## src/hdl/pabm_pkg.sv

```systemverilog
package pabm_pkg;
  // Widths of the two ports.
  localparam int PORTA_W = 4;
  localparam int PORTB_W = 8;
  // Pin positions on the 8-bit port.
  localparam int B_SS = 2;
  localparam int B_MOSI = 3;
  localparam int B_MISO = 4;
  localparam int B_SCK = 5;
  localparam int B_EXT_CLK = 6;
  localparam int B_XTAL = 7;
  localparam int B_CMP_A = 1;
  localparam int B_CMP_B = 2;
  // Pin positions on the 4-bit port for the analog channels.
  localparam int A_CH6 = 0;
  localparam int A_CH7 = 1;
  // Pin-change source numbering.
  localparam int PCS_A_BASE = 24;
  localparam int PCS_B_BASE = 0;
  // Pull-up enable pattern for {dir, out, global disable}.
  localparam logic [2:0] PU_PATTERN = 3'h2;
  // Reset values of the registered pad controls.
  localparam logic RST_OE = 1'h0;
  localparam logic RST_OUT = 1'h0;
  localparam logic RST_PU = 1'h0;
  localparam logic RST_DIE = 1'h0;
  // Reset value of the SPI slave-active flag.
  localparam logic RST_SPI_ACT = 1'h0;
endpackage

```

## src/hdl/pabm_pin_ctl.sv

```systemverilog
`timescale 1ns/1ps
// Generic override combiner for one pad; purely combinational.
module pabm_pin_ctl (
  // Port register bits and global state
  input wire logic pin_dir_bit_i,
  input wire logic pin_out_bit_i,
  input wire logic global_pullup_disable_i,
  input wire logic sleep_i,
  // Override signals
  input wire logic pullup_ovr_en_i,
  input wire logic pullup_ovr_val_i,
  input wire logic dir_ovr_en_i,
  input wire logic dir_ovr_val_i,
  input wire logic value_ovr_en_i,
  input wire logic value_ovr_val_i,
  input wire logic din_enable_ovr_en_i,
  input wire logic din_enable_ovr_val_i,
  // Pad controls
  output logic oe_o,
  output logic out_o,
  output logic pu_o,
  output logic die_o
);
  always_comb begin
    if (pullup_ovr_en_i) begin
      pu_o = pullup_ovr_val_i;
    end else begin
      pu_o = ({pin_dir_bit_i, pin_out_bit_i, global_pullup_disable_i} ==
              pabm_pkg::PU_PATTERN);
    end
    oe_o = dir_ovr_en_i ? dir_ovr_val_i : pin_dir_bit_i;
    out_o = (value_ovr_en_i && oe_o) ? value_ovr_val_i :
            pin_out_bit_i;
    die_o = din_enable_ovr_en_i ? din_enable_ovr_val_i : ~sleep_i;
  end
endmodule

```

## src/hdl/pabm_port_mux.sv

```systemverilog
`timescale 1ns/1ps
module pabm_port_mux #(
  parameter int A_W = pabm_pkg::PORTA_W,
  parameter int B_W = pabm_pkg::PORTB_W
) (
  // Clock and reset
  input wire logic clk_sys_i,
  input wire logic sys_rst_i,
  // Port register bits and global state
  input wire logic [3:0] a_dir_i,
  input wire logic [3:0] a_out_i,
  input wire logic [7:0] b_dir_i,
  input wire logic [7:0] b_out_i,
  input wire logic global_pullup_disable_i,
  input wire logic sleep_i,
  // Pad inputs after the Schmitt trigger
  input wire logic [3:0] a_pad_i,
  input wire logic [7:0] b_pad_i,
  // Pin-change masks and group enables
  input wire logic [3:0] a_pc_mask_i,
  input wire logic [7:0] b_pc_mask_i,
  input wire logic pin_change_group3_enable_i,
  input wire logic pin_change_group0_enable_i,
  // Converter digital disables
  input wire logic chan6_digital_disable_i,
  input wire logic chan7_digital_disable_i,
  // Clock selection
  input wire logic ext_clock_sel_i,
  input wire logic xtal_clock_sel_i,
  // SPI
  input wire logic spi_en_i,
  input wire logic spi_master_i,
  input wire logic spi_sck_out_i,
  input wire logic spi_slave_out_i,
  input wire logic spi_master_out_i,
  // Timer 1 compare outputs
  input wire logic timer1_cmp_a_en_i,
  input wire logic timer1_cmp_a_out_i,
  input wire logic timer1_cmp_b_en_i,
  input wire logic timer1_cmp_b_out_i,
  // Pad controls
  output logic [3:0] a_oe_o,
  output logic [3:0] a_drv_o,
  output logic [3:0] a_pu_o,
  output logic [3:0] a_die_o,
  output logic [7:0] b_oe_o,
  output logic [7:0] b_drv_o,
  output logic [7:0] b_pu_o,
  output logic [7:0] b_die_o,
  // Readback of port registers and pins
  output logic [7:0] b_dir_rd_o,
  output logic [7:0] b_out_rd_o,
  output logic [7:0] b_pin_rd_o,
  // Peripheral-side inputs
  output logic [27:24] pin_change_source_a_o,
  output logic [7:0] pin_change_source_b_o,
  output logic [1:0] adc_chan_sel_o,
  output logic ext_clock_in_o,
  output logic spi_sck_in_o,
  output logic spi_mosi_in_o,
  output logic spi_miso_in_o,
  output logic spi_slave_active_o
);
  // The pin roles are fixed per bit, so other widths cannot be served.
  if (A_W != 4 || B_W != 8) begin : g_bad_width
    $error("pabm_port_mux serves only a 4-bit and an 8-bit port");
  end

  logic spi_slave;
  logic spi_mst;
  logic [3:0] a_oe_c, a_drv_c, a_pu_c, a_die_c;
  logic [7:0] b_oe_c, b_drv_c, b_pu_c, b_die_c;
  logic [7:0] b_pu_ovr_en, b_pu_ovr_val, b_dir_ovr_en;
  logic [7:0] b_val_ovr_en, b_val_ovr_val, b_din_ovr_en, b_din_ovr_val;
  logic [3:0] a_din_ovr_en;
  logic [7:0] clk_pins;
  logic [7:0] b_din;
  logic [3:0] a_din;
  logic [3:0] next_a_oe, next_a_drv, next_a_pu, next_a_die;
  logic [7:0] next_b_oe, next_b_drv, next_b_pu, next_b_die;
  logic [7:0] next_b_dir_rd, next_b_out_rd, next_b_pin_rd;
  logic [3:0] next_pcs_a;
  logic [7:0] next_pcs_b;
  logic [1:0] next_chan;
  logic next_ext_clk, next_sck, next_mosi, next_miso, next_spi_act;

  assign spi_slave = spi_en_i & ~spi_master_i;
  assign spi_mst = spi_en_i & spi_master_i;

  // Override terms for each pin, straight from the peripheral state.
  always_comb begin
    b_pu_ovr_en = 8'h00;
    b_pu_ovr_val = 8'h00;
    b_dir_ovr_en = 8'h00;
    b_val_ovr_en = 8'h00;
    b_val_ovr_val = 8'h00;
    b_din_ovr_en = b_pc_mask_i & {8{pin_change_group0_enable_i}};
    // A forced input keeps the ordinary pull-up pattern.
    for (int i = pabm_pkg::B_SS; i <= pabm_pkg::B_SCK; i++) begin
      b_pu_ovr_val[i] = b_out_i[i] & ~global_pullup_disable_i;
    end
    for (int i = pabm_pkg::B_SS; i <= pabm_pkg::B_SCK; i++) begin
      if (i != pabm_pkg::B_MISO) begin
        b_pu_ovr_en[i] = spi_slave;
        b_dir_ovr_en[i] = spi_slave;
      end
    end
    b_pu_ovr_en[pabm_pkg::B_MISO] = spi_mst;
    b_dir_ovr_en[pabm_pkg::B_MISO] = spi_mst;
    b_val_ovr_en[pabm_pkg::B_SCK] = spi_mst;
    b_val_ovr_val[pabm_pkg::B_SCK] = spi_sck_out_i;
    b_val_ovr_en[pabm_pkg::B_MOSI] = spi_mst;
    b_val_ovr_val[pabm_pkg::B_MOSI] = spi_master_out_i;
    b_val_ovr_en[pabm_pkg::B_MISO] = spi_slave;
    b_val_ovr_val[pabm_pkg::B_MISO] = spi_slave_out_i;
    // Compares drive only when software sets the direction bit.
    b_val_ovr_en[pabm_pkg::B_CMP_B] = timer1_cmp_b_en_i;
    b_val_ovr_val[pabm_pkg::B_CMP_B] = timer1_cmp_b_out_i;
    b_val_ovr_en[pabm_pkg::B_CMP_A] = timer1_cmp_a_en_i;
    b_val_ovr_val[pabm_pkg::B_CMP_A] = timer1_cmp_a_out_i;
    clk_pins = 8'h00;
    clk_pins[pabm_pkg::B_EXT_CLK] = ext_clock_sel_i;
    clk_pins[pabm_pkg::B_XTAL] = xtal_clock_sel_i;
    // Clock pins are taken from the port entirely.
    for (int i = pabm_pkg::B_EXT_CLK; i <= pabm_pkg::B_XTAL; i++) begin
      if (clk_pins[i]) begin
        b_pu_ovr_en[i] = 1'b1;
        b_dir_ovr_en[i] = 1'b1;
        b_din_ovr_en[i] = 1'b1;
      end
    end
    // A selected clock pin holds its digital input off; a pin-change-enabled pin forces it on.
    b_din_ovr_val = ~clk_pins;
    a_din_ovr_en = a_pc_mask_i & {4{pin_change_group3_enable_i}};
    a_din_ovr_en[pabm_pkg::A_CH7] = a_din_ovr_en[pabm_pkg::A_CH7] |
                                    chan7_digital_disable_i;
    a_din_ovr_en[pabm_pkg::A_CH6] = a_din_ovr_en[pabm_pkg::A_CH6] |
                                    chan6_digital_disable_i;
  end

  for (genvar g = 0; g < B_W; g++) begin : g_b
    pabm_pin_ctl u_pin (
      .pin_dir_bit_i(b_dir_i[g]),
      .pin_out_bit_i(b_out_i[g]),
      .global_pullup_disable_i(global_pullup_disable_i),
      .sleep_i(sleep_i),
      .pullup_ovr_en_i(b_pu_ovr_en[g]),
      .pullup_ovr_val_i(b_pu_ovr_val[g]),
      .dir_ovr_en_i(b_dir_ovr_en[g]),
      .dir_ovr_val_i(1'b0),
      .value_ovr_en_i(b_val_ovr_en[g]),
      .value_ovr_val_i(b_val_ovr_val[g]),
      .din_enable_ovr_en_i(b_din_ovr_en[g]),
      .din_enable_ovr_val_i(b_din_ovr_val[g]),
      .oe_o(b_oe_c[g]),
      .out_o(b_drv_c[g]),
      .pu_o(b_pu_c[g]),
      .die_o(b_die_c[g])
    );
  end
  for (genvar g = 0; g < A_W; g++) begin : g_a
    pabm_pin_ctl u_pin (
      .pin_dir_bit_i(a_dir_i[g]),
      .pin_out_bit_i(a_out_i[g]),
      .global_pullup_disable_i(global_pullup_disable_i),
      .sleep_i(sleep_i),
      .pullup_ovr_en_i(1'b0),
      .pullup_ovr_val_i(1'b0),
      .dir_ovr_en_i(1'b0),
      .dir_ovr_val_i(1'b0),
      .value_ovr_en_i(1'b0),
      .value_ovr_val_i(1'b0),
      .din_enable_ovr_en_i(a_din_ovr_en[g]),
      .din_enable_ovr_val_i(1'b1),
      .oe_o(a_oe_c[g]),
      .out_o(a_drv_c[g]),
      .pu_o(a_pu_c[g]),
      .die_o(a_die_c[g])
    );
  end

  always_comb begin
    a_din = a_pad_i & a_die_c;
    b_din = b_pad_i & b_die_c;
    next_a_oe = a_oe_c;
    next_a_drv = a_drv_c;
    next_a_pu = a_pu_c;
    next_a_die = a_die_c;
    next_b_oe = b_oe_c;
    next_b_drv = b_drv_c;
    next_b_pu = b_pu_c;
    next_b_die = b_die_c;
    next_b_dir_rd = b_dir_i & ~clk_pins;
    next_b_out_rd = b_out_i & ~clk_pins;
    next_b_pin_rd = b_din & ~clk_pins;
    next_pcs_a = a_din;
    next_pcs_b = b_din & ~clk_pins;
    // Channel select bits: bit 0 for channel 6, bit 1 for channel 7.
    next_chan = {chan7_digital_disable_i, chan6_digital_disable_i};
    next_ext_clk = b_pad_i[pabm_pkg::B_EXT_CLK] & ext_clock_sel_i;
    next_sck = b_din[pabm_pkg::B_SCK];
    next_mosi = b_din[pabm_pkg::B_MOSI];
    next_miso = b_din[pabm_pkg::B_MISO];
    next_spi_act = spi_slave & ~b_pad_i[pabm_pkg::B_SS];
  end

  // Pad controls are registered to keep every output on a flop; this adds
  // one cycle of latency after the combinational override path.
  always_ff @(posedge clk_sys_i) begin
    if (sys_rst_i) begin
      a_oe_o <= {4{pabm_pkg::RST_OE}};
      a_drv_o <= {4{pabm_pkg::RST_OUT}};
      a_pu_o <= {4{pabm_pkg::RST_PU}};
      a_die_o <= {4{pabm_pkg::RST_DIE}};
      b_oe_o <= {8{pabm_pkg::RST_OE}};
      b_drv_o <= {8{pabm_pkg::RST_OUT}};
      b_pu_o <= {8{pabm_pkg::RST_PU}};
      b_die_o <= {8{pabm_pkg::RST_DIE}};
      b_dir_rd_o <= 8'h00;
      b_out_rd_o <= 8'h00;
      b_pin_rd_o <= 8'h00;
      pin_change_source_a_o <= 4'h0;
      pin_change_source_b_o <= 8'h00;
      adc_chan_sel_o <= 2'h0;
      ext_clock_in_o <= 1'b0;
      spi_sck_in_o <= 1'b0;
      spi_mosi_in_o <= 1'b0;
      spi_miso_in_o <= 1'b0;
      spi_slave_active_o <= pabm_pkg::RST_SPI_ACT;
    end else begin
      a_oe_o <= next_a_oe;
      a_drv_o <= next_a_drv;
      a_pu_o <= next_a_pu;
      a_die_o <= next_a_die;
      b_oe_o <= next_b_oe;
      b_drv_o <= next_b_drv;
      b_pu_o <= next_b_pu;
      b_die_o <= next_b_die;
      b_dir_rd_o <= next_b_dir_rd;
      b_out_rd_o <= next_b_out_rd;
      b_pin_rd_o <= next_b_pin_rd;
      pin_change_source_a_o <= next_pcs_a;
      pin_change_source_b_o <= next_pcs_b;
      adc_chan_sel_o <= next_chan;
      ext_clock_in_o <= next_ext_clk;
      spi_sck_in_o <= next_sck;
      spi_mosi_in_o <= next_mosi;
      spi_miso_in_o <= next_miso;
      spi_slave_active_o <= next_spi_act;
    end
  end

  a_slave_sck_in: assert property (
    @(posedge clk_sys_i) disable iff (sys_rst_i)
    spi_slave |=> !b_oe_o[pabm_pkg::B_SCK])
    else $error("SCK drives while SPI is slave");
  a_master_miso_in: assert property (
    @(posedge clk_sys_i) disable iff (sys_rst_i)
    spi_mst |=> !b_oe_o[pabm_pkg::B_MISO])
    else $error("MISO drives while SPI is master");
  a_slave_mosi_in: assert property (
    @(posedge clk_sys_i) disable iff (sys_rst_i)
    spi_slave |=> !b_oe_o[pabm_pkg::B_MOSI])
    else $error("MOSI drives while SPI is slave");
  a_slave_ss_in: assert property (
    @(posedge clk_sys_i) disable iff (sys_rst_i)
    spi_slave |=> !b_oe_o[pabm_pkg::B_SS])
    else $error("SS drives while SPI is slave");
  a_slave_active: assert property (
    @(posedge clk_sys_i) disable iff (sys_rst_i)
    spi_slave_active_o |->
      $past(spi_slave) && !$past(b_pad_i[pabm_pkg::B_SS]))
    else $error("Slave SPI active without select low");
  a_forced_pullup: assert property (
    @(posedge clk_sys_i) disable iff (sys_rst_i)
    spi_slave |=> b_pu_o[pabm_pkg::B_SCK] ==
      ($past(b_out_i[pabm_pkg::B_SCK]) && !$past(global_pullup_disable_i)))
    else $error("Forced-input SCK pull-up wrong");
  a_clock_readback: assert property (
    @(posedge clk_sys_i) disable iff (sys_rst_i)
    ext_clock_sel_i |=> !b_dir_rd_o[6] && !b_out_rd_o[6] && !b_pin_rd_o[6])
    else $error("Clock pin 6 reads nonzero");
  a_xtal_readback: assert property (
    @(posedge clk_sys_i) disable iff (sys_rst_i)
    xtal_clock_sel_i |=> !b_dir_rd_o[7] && !b_out_rd_o[7] && !b_pin_rd_o[7])
    else $error("Clock pin 7 reads nonzero");
  a_ch7_die: assert property (
    @(posedge clk_sys_i) disable iff (sys_rst_i)
    chan7_digital_disable_i |=> a_die_o[pabm_pkg::A_CH7])
    else $error("Channel 7 input enable not overridden");
  a_plain_pullup: assert property (
    @(posedge clk_sys_i) disable iff (sys_rst_i)
    1'b1 |=> a_pu_o[3] == ($past(a_dir_i[3]) == 1'b0 &&
      $past(a_out_i[3]) && !$past(global_pullup_disable_i)))
    else $error("Port A pull-up pattern wrong");
  a_cmp_a_value: assert property (
    @(posedge clk_sys_i) disable iff (sys_rst_i)
    timer1_cmp_a_en_i && b_dir_i[1] |=>
      b_drv_o[1] == $past(timer1_cmp_a_out_i))
    else $error("Compare A value not on pad");
endmodule

```

## config.mk

```make
export PLATFORM = sky130hd
export DESIGN_NAME = pabm_port_mux
export DESIGN_NICKNAME = d
export VERILOG_FILES = /design/src/hdl/pabm_pkg.sv /design/src/hdl/pabm_pin_ctl.sv /design/src/hdl/pabm_port_mux.sv
export SDC_FILE = /design/constraint.sdc
export NUM_CORES = 1
export LEC_CHECK = 0
export BUFFER_PORTS_ARGS = -buffer_cell sky130_fd_sc_hd__buf_2
export CORE_ASPECT_RATIO = 0.7
export CORE_MARGIN = 4
export CORE_UTILIZATION = 43
export CTS_BUF_LIST = sky130_fd_sc_hd__clkbuf_2
export DETAILED_ROUTE_END_ITERATION = 6
export GPL_TIMING_DRIVEN = 0
export PLACE_DENSITY = 0.82
export SKIP_CTS_REPAIR_TIMING = 1
export SLEW_MARGIN = 10
export SYNTH_ARGS = -nofsm -noshare
export SYNTH_HDL_FRONTEND = slang
export SYNTH_SLANG_ARGS = --single-unit
```

## constraint.sdc

```tcl
create_clock -name clk_sys_i -period 1.15 [get_ports clk_sys_i]
set_clock_uncertainty 0.15 [all_clocks]
set_input_delay 0.115 -clock clk_sys_i [delete_from_list [all_inputs] [get_ports clk_sys_i]]
set_output_delay 0.115 -clock clk_sys_i [all_outputs]
set_load 0.1 [all_outputs]
```

==> flow_summary.json, run 1 <==
{
  "die_h_um": 70.8,
  "cts_buffer_depth": 2,
  "synth_cell_types": 26,
  "yosys-top-cells-area": "dfxtp_1, nor2b_1, and2_1, buf_4, nand2_1",
  "grt_max_degree": 14,
  "portBuffers": 154,
  "yosysTopAreaCell": "dfxtp_1",
  "numCtsBuffers": 9,
  "yosysTopAreaCellShare_pct": 63.6,
  "dieWidth_um": 97.7,
  "stop_stage": "global routing",
  "ys_ff_latch": 77,
  "place_congestion": 0.777,
  "outcome": "did not finish",
  "worst_endpoint": "b_oe_o[0]",
  "initial_utilization_pct": 45.4,
  "io_pins": 158,
  "error": "[ERROR DPL-0038] Utilization greater than 100%, impossible to legalize",
  "cts-root-buf": "clkbuf_2",
  "htree_num_levels": 3,
  "synth_area_per_cell_sq_um": 11.4,
  "syn_area_sq_um": 2420,
  "syn-num-nets": 279,
  "endpoint_type": "top-level output",
  "synth_seq_area_share_pct": 63.6,
  "ys_warn_count": 0,
  "rows": 22,
  "syn_inst": 212,
  "dp_hpwl_um": 4960,
  "clock-sinks": 77
}
synthesized netlist by cell type:
library cell   n
nor3b_1        7
buf_4         15
and2_2         1
buf_2          3
mux2i_1        3
buf_6          3
nor3_1         1
a21oi_1       11
a21oi_2        1
nor2b_1       23
clkbuf_1       1
a2111oi_2      1
mux2_4         1
nand3_2        1
nor4b_2        1
a31oi_2        2
dfxtp_1       77
nand2_1       19
a21boi_2       2
and2_1        21
nand3b_1       1
nor2_1         7
nand2b_4       1
nor2_4         3
inv_1          3
nand3_1        3
kinds of logic after synthesis:
| family | count (synthesis) | synth area share [%] |
|---|---|---|
| AOI/OAI and AO/OA | 17 | 5.22 |
| DFF | 77 | 63.6 |
| muxes | 4 | 1.86 |
| and+or+nand+nor | 89 | 22.0 |
| buffers and inverters | 25 | 7.28 |
stage by stage:
step                cells  setup TNS [ps]  cell area (sq um)  worst slack [ps]  util, %
floorplan             212               0               2550              17.5        -
global placement      438               0               3410              61.3     63.8
detailed placement    438               0               3410              46.7     63.8
CTS                   454          -39760               3500              -545     65.5
==> run 2: changes to the inputs <==
--- a/config.mk
+++ b/config.mk
@@ -6,13 +6,11 @@
 export NUM_CORES = 1
 export LEC_CHECK = 0
 export BUFFER_PORTS_ARGS = -buffer_cell sky130_fd_sc_hd__buf_2
-export CORE_ASPECT_RATIO = 0.7
 export CORE_MARGIN = 4
-export CORE_UTILIZATION = 43
-export CTS_BUF_LIST = sky130_fd_sc_hd__clkbuf_2
+export CORE_UTILIZATION = 40
 export DETAILED_ROUTE_END_ITERATION = 6
 export GPL_TIMING_DRIVEN = 0
-export PLACE_DENSITY = 0.82
+export PLACE_DENSITY_LB_ADDON = 0.15
 export SKIP_CTS_REPAIR_TIMING = 1
 export SLEW_MARGIN = 10
 export SYNTH_ARGS = -nofsm -noshare
==> run 2 against run 1 <==
- the flow now finishes, with violations (negative hold slack, negative setup slack)
- area after synthesis did not move
- synthesized cell count did not move
==> flow_summary.json, run 2 <==
{
  "antenna_found_initial": 0,
  "power.density_nw_per_um2": 1330,
  "slew_violations": 0,
  "criticalPathCategory": "in -> reg",
  "async_flop_share_pct": 0,
  "placedInstanceArea_sq_um": 3410,
  "gr-total-overflow": 0,
  "io_pins": 158,
  "die-area_sq_um": 7370,
  "dp.cells": 441,
  "maxSlewHeadroom_pct": 48.0,
  "wl_um": 11200,
  "initial_utilization_pct": 41.2,
  "max_slew.worst_pin.slew_ps": 780,
  "grt_usage_pct": 16.8,
  "period_share_pct": 115,
  "viasPerCell": 4.81,
  "synth-edff-count": 0,
  "violations": "negative hold slack, negative setup slack",
  "postLayoutCoreUtil_pct": 95.3,
  "drtPass1Iterations": 4,
  "cp.required_ps": 1270,
  "place_congestion": 0.703,
  "drcViolationCount": 0,
  "n_fill_cell": 130,
  "areaGrowthSynthToFinish_pct": 132,
  "ys_ff_latch": 77,
  "wl_per_cell_um": 21.5,
  "rows": 28,
  "layout_common_cells": "buf_12, buf_2, dfxtp_2",
  "grt_setup_unrepaired": "yes",
  "multi_input_area_sq_um": 704,
  "ys_warn_count": 0,
  "max_cap_viol_count": 0,
  "hp-class": "in -> reg",
  "layout.nets": 509,
  "numCtsBuffers": 9,
  "first_iter_violations": 81,
  "syn_area_sq_um": 2420,
  "diodes": 0,
  "ir_drop_v": 0.00125,
  "synth_seq_area_share_pct": 63.6,
  "outcome": "finished with violations",
  "syn_inst": 212,
  "grt_pass1_vias": 2001,
  "startpoint_type": "primary input",
  "vias": 2513,
  "grt_max_degree": 13,
  "critPathArrivalTime_ps": 1450,
  "cts.clk_slew.worst_paths_ps": 80,
  "finalWorstSetupSlack_ps": -175,
  "yosys-top-cells-area": "dfxtp_1, nor2b_1, and2_1, buf_4, nand2_1",
  "synth.most_common_cell": "dfxtp_1",
  "synthFlopType": "dfxtp_1",
  "synth_area_per_cell_sq_um": 11.4,
  "timing.final.crit_period_ps": 1330,
  "hold_viol_final": 5,
  "fin_area_sq_um": 5610,
  "crit_path_end_kind": "register",
  "regArea_sq_um": 1670,
  "drive_gt1_share_pct": 62.9,
  "tritoncts": "done",
  "timing.fmax_mhz": 755,
  "coreArea_sq_um": 5890,
  "synth_common_cells": "dfxtp_1, nor2b_1, and2_1",
  "holdWs_ps": -17.0,
  "fin_cells": 522,
  "dieWidth_um": 85.8,
  "syn-num-nets": 279,
  "final_common_cell": "buf_12",
  "path_max_fanout": 5,
  "postRouteAntennaNets": 0,
  "portBuffers": 154,
  "dp_hpwl_um": 4750,
  "clock-sinks": 77,
  "leakage_nw": 2.46,
  "cts_buffer_depth": 2,
  "cts-root-buf": "clkbuf_8",
  "finalPower_mw": 7.45,
  "die_h_um": 85.8,
  "setup_violations": 42,
  "yosysTopAreaCell": "dfxtp_1",
  "yosysTopAreaCellShare_pct": 63.6,
  "synth_cell_types": 26,
  "fin_tns_setup_ps": -2870,
  "htree_num_levels": 3,
  "post-place-ws_ps": 7.85,
  "grt_pass1_wl_um": 9400
}
==> run 2: worst max-delay path, stage by stage <==
cell and delay (ps):
buf_2 150, dlygate4sd3_1 690, a21oi_1 290, and2_1 200
==> run 2: logic make-up (layout without fill, tap and decap cells) <==
| group | after synthesis | after routing | synth area share (%) |
|---|---|---|---|
| AO/OA/AOI/OAI | 17 | 17 | 5.22 |
| buffers and inverters | 25 | 260 | 7.28 |
| flip-flops | 77 | 77 | 63.6 |
| multiplexers | 4 | 4 | 1.86 |
| AND/OR/NAND/NOR | 89 | 89 | 22.0 |
==> run 2: layout make-up <==
| cell class | count | share of cell area (%) |
|---|---|---|
| Buffer | 22 | 3.88 |
| Tap cell | 75 | 1.67 |
| Timing Repair Buffer | 219 | 48.6 |
| Clock inverter | 5 | 0.892 |
| Multi-Input combinational cell | 110 | 12.6 |
| Clock buffer | 11 | 2.52 |
| Sequential cell | 77 | 29.7 |
| Inverter | 3 | 0.201 |
==> run 2: power by group <==
part / total (mW) / switching, mW / internal [mW]
clock network: 2.06 / 1.01 / 1.05
registers: 2.94 / 0.126 / 2.81
logic: 2.45 / 1.52 / 0.930
total: 7.45 / 2.66 / 4.79
==> run 2: final timing paths <==
check	cells after the start	startpoint	slack, ps	end
min	3	sys_rst_i	-20	b_dir_rd_o[7]
max	4	sys_rst_i	-180	pin_change_source_b_o[0]
==> run 2: routing by layer <==
| metal | wire length, um | track usage [%] | up-vias |
|---|---|---|---|
| li1 | - | - | 1123 |
| met1 | 3730 | 18.6 | 1196 |
| met2 | 6080 | 27.0 | 161 |
| met3 | 994 | 7.30 | 33 |
| met4 | 407 | 9.06 | 0 |
| met5 | 0 | 0 | - |
Note: power is estimated with default switching activity, not from simulation.
==> run 3: changes to the inputs <==
--- a/config.mk
+++ b/config.mk
@@ -6,8 +6,9 @@
 export NUM_CORES = 1
 export LEC_CHECK = 0
 export BUFFER_PORTS_ARGS = -buffer_cell sky130_fd_sc_hd__buf_2
+export CAP_MARGIN = 20
 export CORE_MARGIN = 4
-export CORE_UTILIZATION = 40
+export CORE_UTILIZATION = 41
 export DETAILED_ROUTE_END_ITERATION = 6
 export GPL_TIMING_DRIVEN = 0
 export PLACE_DENSITY_LB_ADDON = 0.15
==> run 3 against run 2 <==
- the run now fails in global routing
- area after synthesis is the same
- synthesized cell count is the same
==> flow_summary.json, run 3 <==
{
  "outcome": "did not finish",
  "stop_stage": "global routing",
  "error": "[ERROR DPL-0038] Utilization greater than 100%, impossible to legalize",
  "yosysTopAreaCellShare_pct": 63.6,
  "synth-edff-count": 0,
  "place_congestion": 0.724,
  "synthFlopType": "dfxtp_1",
  "synth_common_cells": "dfxtp_1, nor2b_1, and2_1",
  "syn_area_sq_um": 2420,
  "cts_buffer_depth": 2,
  "numCtsBuffers": 9,
  "dieWidth_um": 84.9,
  "ys_ff_latch": 77,
  "initial_utilization_pct": 43.2,
  "syn-num-nets": 279,
  "rows": 27,
  "dp.cells": 438,
  "portBuffers": 154,
  "synth_area_per_cell_sq_um": 11.4,
  "syn_inst": 212,
  "worst_endpoint": "b_oe_o[1]",
  "synth_seq_area_share_pct": 63.6,
  "synth_cell_types": 26,
  "die_h_um": 84.9,
  "dp_hpwl_um": 4710,
  "htree_num_levels": 3,
  "cts-root-buf": "clkbuf_8",
  "placedInstanceArea_sq_um": 3410,
  "endpoint_type": "top-level output",
  "clock-sinks": 77,
  "synth.most_common_cell": "dfxtp_1",
  "yosys-top-cells-area": "dfxtp_1, nor2b_1, and2_1, buf_4, nand2_1",
  "io_pins": 158,
  "grt_max_degree": 14,
  "ys_warn_count": 0,
  "yosysTopAreaCell": "dfxtp_1",
  "async_flop_share_pct": 0
}
run 3: logic make-up after synthesis:
| kind of cell | after synthesis | share of synthesized area, % |
|---|---|---|
| AO/OA/AOI/OAI | 17 | 5.22 |
| buffers and inverters | 25 | 7.28 |
| flip-flops | 77 | 63.6 |
| multiplexers | 4 | 1.86 |
| AND/OR/NAND/NOR | 89 | 22.0 |
run 3: through the flow:
| stage | hold slack (ps) | setup slack (ps) | TNS, ps |
|---|---|---|---|
| after floorplan | 31.1 | 17.5 | 0 |
| after global placement | 129 | 27.9 | 0 |
| after detailed placement | 134 | 11.3 | 0 |
| after CTS | -234 | -325 | -19840 |
